===== src/shared/wdc_pkg.sv =====
package wdc_pkg;
   // ==========================================================
   // register bus
   localparam int ADDR_W = 2;
   localparam int DATA_W = 8;
   localparam logic [1:0] OFF_CTRL_STATUS = 2'h0;
   localparam logic [1:0] OFF_COUNTER = 2'h1;
   localparam logic [1:0] OFF_IRQ_STATUS = 2'h2;
   localparam logic [1:0] OFF_IRQ_MASK = 2'h3;
   // ==========================================================
   // control/status field positions
   localparam int BIT_FLAG = 7;
   localparam int BIT_MODE = 6;
   localparam int BIT_EN = 5;
   localparam int BIT_SRC_SEL = 4;
   localparam int BIT_RST_SEL = 3;
   localparam int CLK_SEL_LSB = 0;
   // ==========================================================
   // reset values and counter constants
   localparam logic [7:0] CNT_RESET = 8'h00;
   localparam logic [7:0] CNT_MAX = 8'hFF;
   localparam logic [7:0] ZERO_BYTE = 8'h00;
   // ==========================================================
   // interrupt status bits
   localparam int IRQ_W = 3;
   localparam int EV_WRAP = 0;
   localparam int EV_NMI = 1;
   localparam int EV_RST = 2;
   localparam logic [2:0] IRQ_RESET = 3'h0;
   // ==========================================================
   // prescaler
   localparam int PRESC_WIDTH = 16;
   // ==========================================================
   // software-owned control fields
   typedef struct packed {
      logic mode;
      logic en;
      logic src_sel;
      logic rst_sel;
      logic [2:0] clk_sel;
   } wdc_ctrl_t;
   localparam wdc_ctrl_t CTRL_RESET = '{mode: 1'b0, en: 1'b0, src_sel: 1'b0, rst_sel: 1'b0,
                                        clk_sel: 3'h0};
   // clock select to prescaler tap: divide by 2^(2*sel+1)
   function automatic logic [3:0] tap_index(input logic [2:0] sel);
      return {sel, 1'b0};
   endfunction
endpackage


===== src/rtl/wdc_prescaler.sv =====
`timescale 1ns/1ps
`default_nettype none
module wdc_prescaler #(
   parameter int WIDTH = wdc_pkg::PRESC_WIDTH
) (
   // clock and reset
   input wire logic mclk_i,
   input wire logic rst_n_i,
   // control
   input wire logic step_i,
   input wire logic [2:0] sel_i,
   // selected tap rising edge
   output logic tick_o
);
   logic [WIDTH-1:0] div_reg;
   logic [WIDTH-1:0] div_next;
   logic tap_prev_reg;
   logic tap;

   // ==========================================================
   // divider chain, advanced on each step
   assign div_next = div_reg + {{(WIDTH-1){1'b0}}, step_i};
   assign tap = div_reg[wdc_pkg::tap_index(sel_i)];

   always_ff @(posedge mclk_i or negedge rst_n_i) begin
      if (!rst_n_i) begin
         div_reg <= '0;
      end else begin
         div_reg <= div_next;
      end
   end

   // one-cycle tick on rising edge of the tap
   always_ff @(posedge mclk_i or negedge rst_n_i) begin
      if (!rst_n_i) begin
         tap_prev_reg <= 1'b0;
         tick_o <= 1'b0;
      end else begin
         tap_prev_reg <= tap;
         tick_o <= tap & ~tap_prev_reg;
      end
   end
endmodule
`default_nettype wire


===== src/rtl/wdc_irq.sv =====
`timescale 1ns/1ps
`default_nettype none
module wdc_irq #(
   parameter int N = wdc_pkg::IRQ_W
) (
   // clock and reset
   input wire logic mclk_i,
   input wire logic rst_n_i,
   // events, one-cycle pulses
   input wire logic [N-1:0] event_i,
   // register writes
   input wire logic status_wr_i,
   input wire logic mask_wr_i,
   input wire logic [N-1:0] wdata_i,
   // state
   output logic [N-1:0] status_o,
   output logic [N-1:0] mask_o,
   output logic irq_o
);
   logic [N-1:0] status_next;

   // ==========================================================
   // sticky status, write one clears, set wins
   always_comb begin
      status_next = status_o;
      if (status_wr_i) begin
         status_next = status_next & ~wdata_i;
      end
      status_next = status_next | event_i;
   end

   always_ff @(posedge mclk_i or negedge rst_n_i) begin
      if (!rst_n_i) begin
         status_o <= wdc_pkg::IRQ_RESET;
      end else begin
         status_o <= status_next;
      end
   end

   // mask register
   always_ff @(posedge mclk_i or negedge rst_n_i) begin
      if (!rst_n_i) begin
         mask_o <= wdc_pkg::IRQ_RESET;
      end else if (mask_wr_i) begin
         mask_o <= wdata_i;
      end
   end

   // level interrupt
   always_ff @(posedge mclk_i or negedge rst_n_i) begin
      if (!rst_n_i) begin
         irq_o <= 1'b0;
      end else begin
         irq_o <= |(status_next & mask_o);
      end
   end
endmodule
`default_nettype wire


===== src/rtl/wdc_top.sv =====
// Functional notes
// - overflow flag bit 7 sets when counter wraps FF to 00
// - flag clears by read with flag 1 then write 0; write 1 ignored
// - internal reset request on overflow clears the flag by itself
// - bit 6 picks interval (0) or watchdog (1) mode, reset 0
// - bit 5 set starts counting; cleared stops and zeroes counter
// - bit 4 picks main (0) or sub (1) prescaler as count source
// - watchdog mode: bit 3 zero asks NMI, one asks internal reset
// - counter is eight-bit up-counter, software read/write, reset zero
// - interval mode: each overflow raises interval timer interrupt
`timescale 1ns/1ps
`default_nettype none
module wdc_top (
   // clock and reset
   input wire logic mclk_i,
   input wire logic rst_n_i,
   // sub-clock, synchronous level
   input wire logic sub_clk_i,
   // register port
   input wire logic [wdc_pkg::ADDR_W-1:0] addr_i,
   input wire logic [wdc_pkg::DATA_W-1:0] wdata_i,
   input wire logic wr_i,
   input wire logic rd_i,
   output logic [wdc_pkg::DATA_W-1:0] rdata_o,
   // overflow actions
   output logic interval_overflow_interrupt_o,
   output logic nmi_req_o,
   output logic int_reset_req_o,
   // interrupt
   output logic irq_o
);
   // ==========================================================
   // reset release
   logic rst_meta_reg;
   logic rst_sync_reg;
   logic rst_n;

   always_ff @(posedge mclk_i or negedge rst_n_i) begin
      if (!rst_n_i) begin
         rst_meta_reg <= 1'b0;
         rst_sync_reg <= 1'b0;
      end else begin
         rst_meta_reg <= 1'b1;
         rst_sync_reg <= rst_meta_reg;
      end
   end
   assign rst_n = rst_sync_reg;

   // ==========================================================
   // declarations
   wdc_pkg::wdc_ctrl_t ctrl_reg;
   logic overflow_flag_reg;
   logic overflow_flag_next;
   logic clear_armed_reg;
   logic [7:0] watchdog_counter_reg;
   logic [7:0] watchdog_counter_next;
   logic sub_prev_reg;
   logic sub_step;
   logic main_tick;
   logic sub_tick;
   logic count_tick;
   logic wrap_evt;
   logic ctrl_wr;
   logic ctrl_rd;
   logic cnt_wr;
   logic irq_st_wr;
   logic irq_mask_wr;
   logic [wdc_pkg::IRQ_W-1:0] irq_events;
   logic [wdc_pkg::IRQ_W-1:0] irq_status;
   logic [wdc_pkg::IRQ_W-1:0] irq_mask;
   logic [7:0] ctrl_rdata;
   logic [7:0] rdata_next;

   // ==========================================================
   // address decode
   assign ctrl_wr = wr_i && (addr_i == wdc_pkg::OFF_CTRL_STATUS);
   assign ctrl_rd = rd_i && (addr_i == wdc_pkg::OFF_CTRL_STATUS);
   assign cnt_wr = wr_i && (addr_i == wdc_pkg::OFF_COUNTER);
   assign irq_st_wr = wr_i && (addr_i == wdc_pkg::OFF_IRQ_STATUS);
   assign irq_mask_wr = wr_i && (addr_i == wdc_pkg::OFF_IRQ_MASK);

   // ==========================================================
   // count sources
   // sub-clock edge steps its own prescaler
   always_ff @(posedge mclk_i or negedge rst_n) begin
      if (!rst_n) begin
         sub_prev_reg <= 1'b0;
      end else begin
         sub_prev_reg <= sub_clk_i;
      end
   end
   assign sub_step = sub_clk_i & ~sub_prev_reg;

   wdc_prescaler #(
      .WIDTH(wdc_pkg::PRESC_WIDTH)
   ) u_main_clock_prescaler (
      .mclk_i(mclk_i),
      .rst_n_i(rst_n),
      .step_i(1'b1),
      .sel_i(ctrl_reg.clk_sel),
      .tick_o(main_tick)
   );

   wdc_prescaler #(
      .WIDTH(wdc_pkg::PRESC_WIDTH)
   ) u_sub_clock_prescaler (
      .mclk_i(mclk_i),
      .rst_n_i(rst_n),
      .step_i(sub_step),
      .sel_i(ctrl_reg.clk_sel),
      .tick_o(sub_tick)
   );

   // source select
   assign count_tick = ctrl_reg.src_sel ? sub_tick : main_tick;

   // ==========================================================
   // watchdog counter
   // wrap from all ones, a software write takes precedence
   assign wrap_evt = ctrl_reg.en && count_tick && !cnt_wr &&
                     (watchdog_counter_reg == wdc_pkg::CNT_MAX);

   always_comb begin
      watchdog_counter_next = watchdog_counter_reg;
      if (!ctrl_reg.en) begin
         watchdog_counter_next = wdc_pkg::CNT_RESET;
      end else if (cnt_wr) begin
         watchdog_counter_next = wdata_i;
      end else if (count_tick) begin
         watchdog_counter_next = watchdog_counter_reg + 8'h01;
      end
   end

   always_ff @(posedge mclk_i or negedge rst_n) begin
      if (!rst_n) begin
         watchdog_counter_reg <= wdc_pkg::CNT_RESET;
      end else begin
         watchdog_counter_reg <= watchdog_counter_next;
      end
   end

   // ==========================================================
   // control fields
   always_ff @(posedge mclk_i or negedge rst_n) begin
      if (!rst_n) begin
         ctrl_reg <= wdc_pkg::CTRL_RESET;
      end else if (ctrl_wr) begin
         ctrl_reg.mode <= wdata_i[wdc_pkg::BIT_MODE];
         ctrl_reg.en <= wdata_i[wdc_pkg::BIT_EN];
         ctrl_reg.src_sel <= wdata_i[wdc_pkg::BIT_SRC_SEL];
         ctrl_reg.rst_sel <= wdata_i[wdc_pkg::BIT_RST_SEL];
         ctrl_reg.clk_sel <= wdata_i[wdc_pkg::CLK_SEL_LSB +: 3];
      end
   end

   // ==========================================================
   // overflow flag
   // arm on a read that sees the flag set
   always_ff @(posedge mclk_i or negedge rst_n) begin
      if (!rst_n) begin
         clear_armed_reg <= 1'b0;
      end else if (!overflow_flag_next) begin
         clear_armed_reg <= 1'b0;
      end else if (ctrl_rd && overflow_flag_reg) begin
         clear_armed_reg <= 1'b1;
      end
   end

   // clears by armed write of zero or by internal reset; set wins
   always_comb begin
      overflow_flag_next = overflow_flag_reg;
      if (ctrl_wr && !wdata_i[wdc_pkg::BIT_FLAG] && clear_armed_reg) begin
         overflow_flag_next = 1'b0;
      end
      if (int_reset_req_o) begin
         overflow_flag_next = 1'b0;
      end
      if (wrap_evt) begin
         overflow_flag_next = 1'b1;
      end
   end

   always_ff @(posedge mclk_i or negedge rst_n) begin
      if (!rst_n) begin
         overflow_flag_reg <= 1'b0;
      end else begin
         overflow_flag_reg <= overflow_flag_next;
      end
   end

   // ==========================================================
   // overflow actions
   always_ff @(posedge mclk_i or negedge rst_n) begin
      if (!rst_n) begin
         nmi_req_o <= 1'b0;
         int_reset_req_o <= 1'b0;
      end else begin
         nmi_req_o <= wrap_evt && ctrl_reg.mode && !ctrl_reg.rst_sel;
         int_reset_req_o <= wrap_evt && ctrl_reg.mode && ctrl_reg.rst_sel;
      end
   end

   // interval request follows the flag in interval mode
   always_ff @(posedge mclk_i or negedge rst_n) begin
      if (!rst_n) begin
         interval_overflow_interrupt_o <= 1'b0;
      end else begin
         interval_overflow_interrupt_o <= overflow_flag_reg && !ctrl_reg.mode;
      end
   end

   // ==========================================================
   // interrupt status and mask
   assign irq_events[wdc_pkg::EV_WRAP] = wrap_evt;
   assign irq_events[wdc_pkg::EV_NMI] = wrap_evt && ctrl_reg.mode && !ctrl_reg.rst_sel;
   assign irq_events[wdc_pkg::EV_RST] = wrap_evt && ctrl_reg.mode && ctrl_reg.rst_sel;

   wdc_irq #(
      .N(wdc_pkg::IRQ_W)
   ) u_irq (
      .mclk_i(mclk_i),
      .rst_n_i(rst_n),
      .event_i(irq_events),
      .status_wr_i(irq_st_wr),
      .mask_wr_i(irq_mask_wr),
      .wdata_i(wdata_i[wdc_pkg::IRQ_W-1:0]),
      .status_o(irq_status),
      .mask_o(irq_mask),
      .irq_o(irq_o)
   );

   // ==========================================================
   // read path, data in the cycle after the strobe only
   assign ctrl_rdata = {overflow_flag_reg, ctrl_reg.mode, ctrl_reg.en, ctrl_reg.src_sel,
                        ctrl_reg.rst_sel, ctrl_reg.clk_sel};

   always_comb begin
      rdata_next = wdc_pkg::ZERO_BYTE;
      if (rd_i) begin
         case (addr_i)
            wdc_pkg::OFF_CTRL_STATUS: begin
               rdata_next = ctrl_rdata;
            end
            wdc_pkg::OFF_COUNTER: begin
               rdata_next = watchdog_counter_reg;
            end
            wdc_pkg::OFF_IRQ_STATUS: begin
               rdata_next = {5'h00, irq_status};
            end
            wdc_pkg::OFF_IRQ_MASK: begin
               rdata_next = {5'h00, irq_mask};
            end
            default: begin
               rdata_next = wdc_pkg::ZERO_BYTE;
            end
         endcase
      end
   end

   always_ff @(posedge mclk_i or negedge rst_n) begin
      if (!rst_n) begin
         rdata_o <= wdc_pkg::ZERO_BYTE;
      end else begin
         rdata_o <= rdata_next;
      end
   end
endmodule
`default_nettype wire


===== config.mk =====
export PLATFORM = sky130hd
export DESIGN_NAME = wdc_top
export DESIGN_NICKNAME = d
export VERILOG_FILES = /design/src/shared/wdc_pkg.sv /design/src/rtl/wdc_prescaler.sv /design/src/rtl/wdc_irq.sv /design/src/rtl/wdc_top.sv
export SDC_FILE = /design/constraint.sdc
export NUM_CORES = 1
export LEC_CHECK = 0
export BUFFER_PORTS_ARGS = -buffer_cell sky130_fd_sc_hd__buf_2
export CAP_MARGIN = 5
export CORE_ASPECT_RATIO = 2
export CORE_MARGIN = 10
export CORE_UTILIZATION = 50
export DETAILED_ROUTE_END_ITERATION = 16
export PLACE_DENSITY = 0.7
export SLEW_MARGIN = 20
export SYNTH_ARGS = -nofsm -noshare
export SYNTH_HDL_FRONTEND = slang
export SYNTH_HIERARCHICAL = 1
export SYNTH_SLANG_ARGS = --single-unit

===== constraint.sdc =====
create_clock -name mclk_i -period 2.6 [get_ports mclk_i]
set_input_delay 0.13 -clock mclk_i [delete_from_list [all_inputs] [get_ports mclk_i]]
set_output_delay 0.13 -clock mclk_i [all_outputs]
set_load 0.02 [all_outputs]

==> flow_summary.yaml <==
synth:
  synth_cell_types: 44
  synth_common_cells: "dfrtp_1, nand2_1, mux2i_1"
  synth_area_mm2: 0.00326
  synthCells: 271
  synth-warning-count: 6
  yosys_most_used_dff: "dfrtp_1"
  synth_edf_count: 0
  synth.area.top_cells: "dfrtp_1, mux2i_1, xnor2_1, xor2_1, mux4_2"
  synthArstFlopShare_pct: 100
  syn_area_per_cell_um2: 12.0
  ys_seq_area_share_pct: 55.2
  yosys.area.top_type: "dfrtp_1"
  synth_top_area_share_pct: 55.2
  ys_ff_latch: 72
  synth_most_common_cell: "dfrtp_1"
place:
  place_area_mm2: 0.00351
  dp_hpwl_mm: 5.12
  place.port_buffers: 26
  gp_congestion: 0.887
floorplanning:
  dieArea_mm2: 0.0104
  die_h_um: 134
  core-area_mm2: 0.00631
  row_count: 41
  io-pin-count: 27
  die_x_um: 77.1
  initial_utilization_pct: 51.7
timing:
  fin_crit_sh_pct: 83.1
  fin_worst_skew_ns: 0.00498
  tns_ns: 0
  hold_violations: 0
  clock.fmax_ghz: 0.463
  rsz0062_at_grt: "no"
  period_needed_ns: 2.16
  slew_headroom_pct: 48.6
  slew_violations: 0
  setup_violations: 0
  worstMarginPinSlew_ns: 0.768
worst_setup_path:
  crit_arrival_ns: 2.43
  critPathCaptureType: "flop"
  r2r-start: "watchdog_counter_reg[0]"
  crit_path_start: "watchdog_counter_reg[0]"
  cp-endpoint: "u_irq/irq_o"
  crit_type: "flop to flop"
  start_kind: "flop"
  reg2reg_setup_slack_ns: 0.44
  cp.required_ns: 2.87
  r2r.worst_path.cells: 6
  worstReg2RegEnd: "u_irq/irq_o"
  path_max_fanout: 6
cts:
  ctsResizeCount: 0
  cts_setup_buffers: 0
  clockRootBuffer: "clkbuf_16"
  clock_latency_ns: 0.33
  path_clk_slew_ns: 0.06
  clock-sinks: 72
  cts_buffers: 9
  h-tree-depth: 3
  cts_tree: "done"
  cts_max_path_buffers: 2
final_layout:
  drive_above_1_share_pct: 21.1
  synthToLayoutAreaGrowth_pct: 16.7
  n_antenna_cell: 0
  fillers: 522
  postLayoutCellArea_mm2: 0.00381
  seq_area_mm2: 0.00180
  multi_input_area_mm2: 0.00139
  finalNetCount: 328
worst_hold_path:
  hold_class: "primary input to flop"
  hp-start: "wdata_i[6]"
route:
  drc: 0
  wl_mm: 6.94
  vias: 2209
  drt_first_iter_violations: 111
  dr.pass1.iters: 4
  ant_nets: 0
  wire_per_inst_um: 17.4
  viasPerCell: 5.54
power:
  ir_worst_vdd_mv: 0.580
  power.density_mw_per_mm2: 843
  power_leakage_nw: 1.79
grt:
  grt_antenna_before_repair: 0
  grt_pass1_vias: 2328
  grtUsageTotal_pct: 14.2
  grt_max_degree: 37
  grt_overflow: 0
  grt_pass1_wl_mm: 11.6
run_status:
  status: "finished clean"
run:
  maxCapViolations: 0
==> worst max-delay path, cell delays in order, from the launching register on <==
cell	delay (ns)
dfrtp_1	0.41
ha_1	0.19
nand3_1	0.19
or4b_4	0.61
nor4_1	0.40
o21a_1	0.20
a221o_1	0.10
==> power breakdown <==
part	total [mW]	switching, mW	leakage, nW	internal (mW)
clock	1.18	0.438	0.140	0.738
sequential	1.55	0.239	0.934	1.31
combinational	0.485	0.242	0.714	0.243
total	3.21	0.919	1.79	2.29
==> kinds of logic after synthesis <==
logic type               after synthesis  synth area share (%)
AO/OA/AOI/OAI                         31                  5.87
XOR/XNOR                              27                  7.25
adder cells (fa/ha/maj)                5                  1.92
buffers and inverters                 18                  2.19
flip-flops                            72                  55.2
multiplexers                          28                  10.8
other                                  1                 0.115
AND/OR/NAND/NOR                       89                  16.6
==> cell type report <==
cell class	instances	area share, %
clock buffers	12	6.21
repair buffers	32	4.73
flip-flops and latches	72	47.4
clock inverters	4	1.18
multi-input cells	182	36.6
well taps	86	2.83
inverters	11	1.08
==> repair_timing <==
item	4_1_cts	5_1_grt
hold buffers	2	0
endpoints found under the hold margin	3	0
setup endpoints to repair	0	0
==> metal layers <==
metal  global-route usage [%]  share of wire [%]
met2                     26.2                 57
met1                     13.4                 36
met5                        0                  0
met4                     7.35                2.8
met3                     4.48                4.4
==> worst min-delay path by stage <==
stage	endpoint	slack [ns]	depth (start not counted)
after floorplan	rst_meta_reg	-0.17	0
after global placement	rst_meta_reg	-0.09	1
after detailed placement	rst_meta_reg	-0.08	1
after CTS	ctrl_rdata[6]	0.03	3
after global routing	ctrl_rdata[6]	0.06	3
final	ctrl_rdata[6]	0.03	3
==> placed cells by master, fill, tap and decap left out, drive strengths merged, types with 2 or more instances in the layout <==
master       synthesis  routed
nand3b               2       2
conb                 1       2
nor3                 4       4
and4                 2       2
xnor2               14      14
clkinv               0       3
ha                   5       5
nor4                10      10
mux4                 5       5
nand4                9       9
mux2i               15      15
o31ai                3       3
mux2                 8       8
inv                 11      11
o22ai                2       2
or3                  3       3
clkbuf               5      12
nand3               11      11
xor2                13      13
dfrtp               72      72
dlygate4sd3          0       2
a31oi                6       6
buf                  2      30
nand2               20      20
nor2                10      10
and2                 5       5
a21o                 2       2
nor2b                2       2
o21ai               13      13
or4                  4       4
==> through the flow <==
stage / cells / setup slack [ns] / power, mW / utilization, % / hold WS (ns)
5_1_grt: 399 / 0.244 / 3.39 / 60.3 / 0.0567
6_report: 399 / 0.438 / 3.21 / 60.3 / 0.0335
3_3_place_gp: 381 / 0.547 / 2.03 / 55.6 / -0.0863
3_5_place_dp: 381 / 0.458 / 2.05 / 55.6 / -0.0779
2_1_floorplan: 272 / 0.446 / 1.88 / - / -0.166
4_1_cts: 399 / 0.460 / 3.25 / 60.3 / 0.0260
No activity file was read; power rests on OpenSTA's default activity.
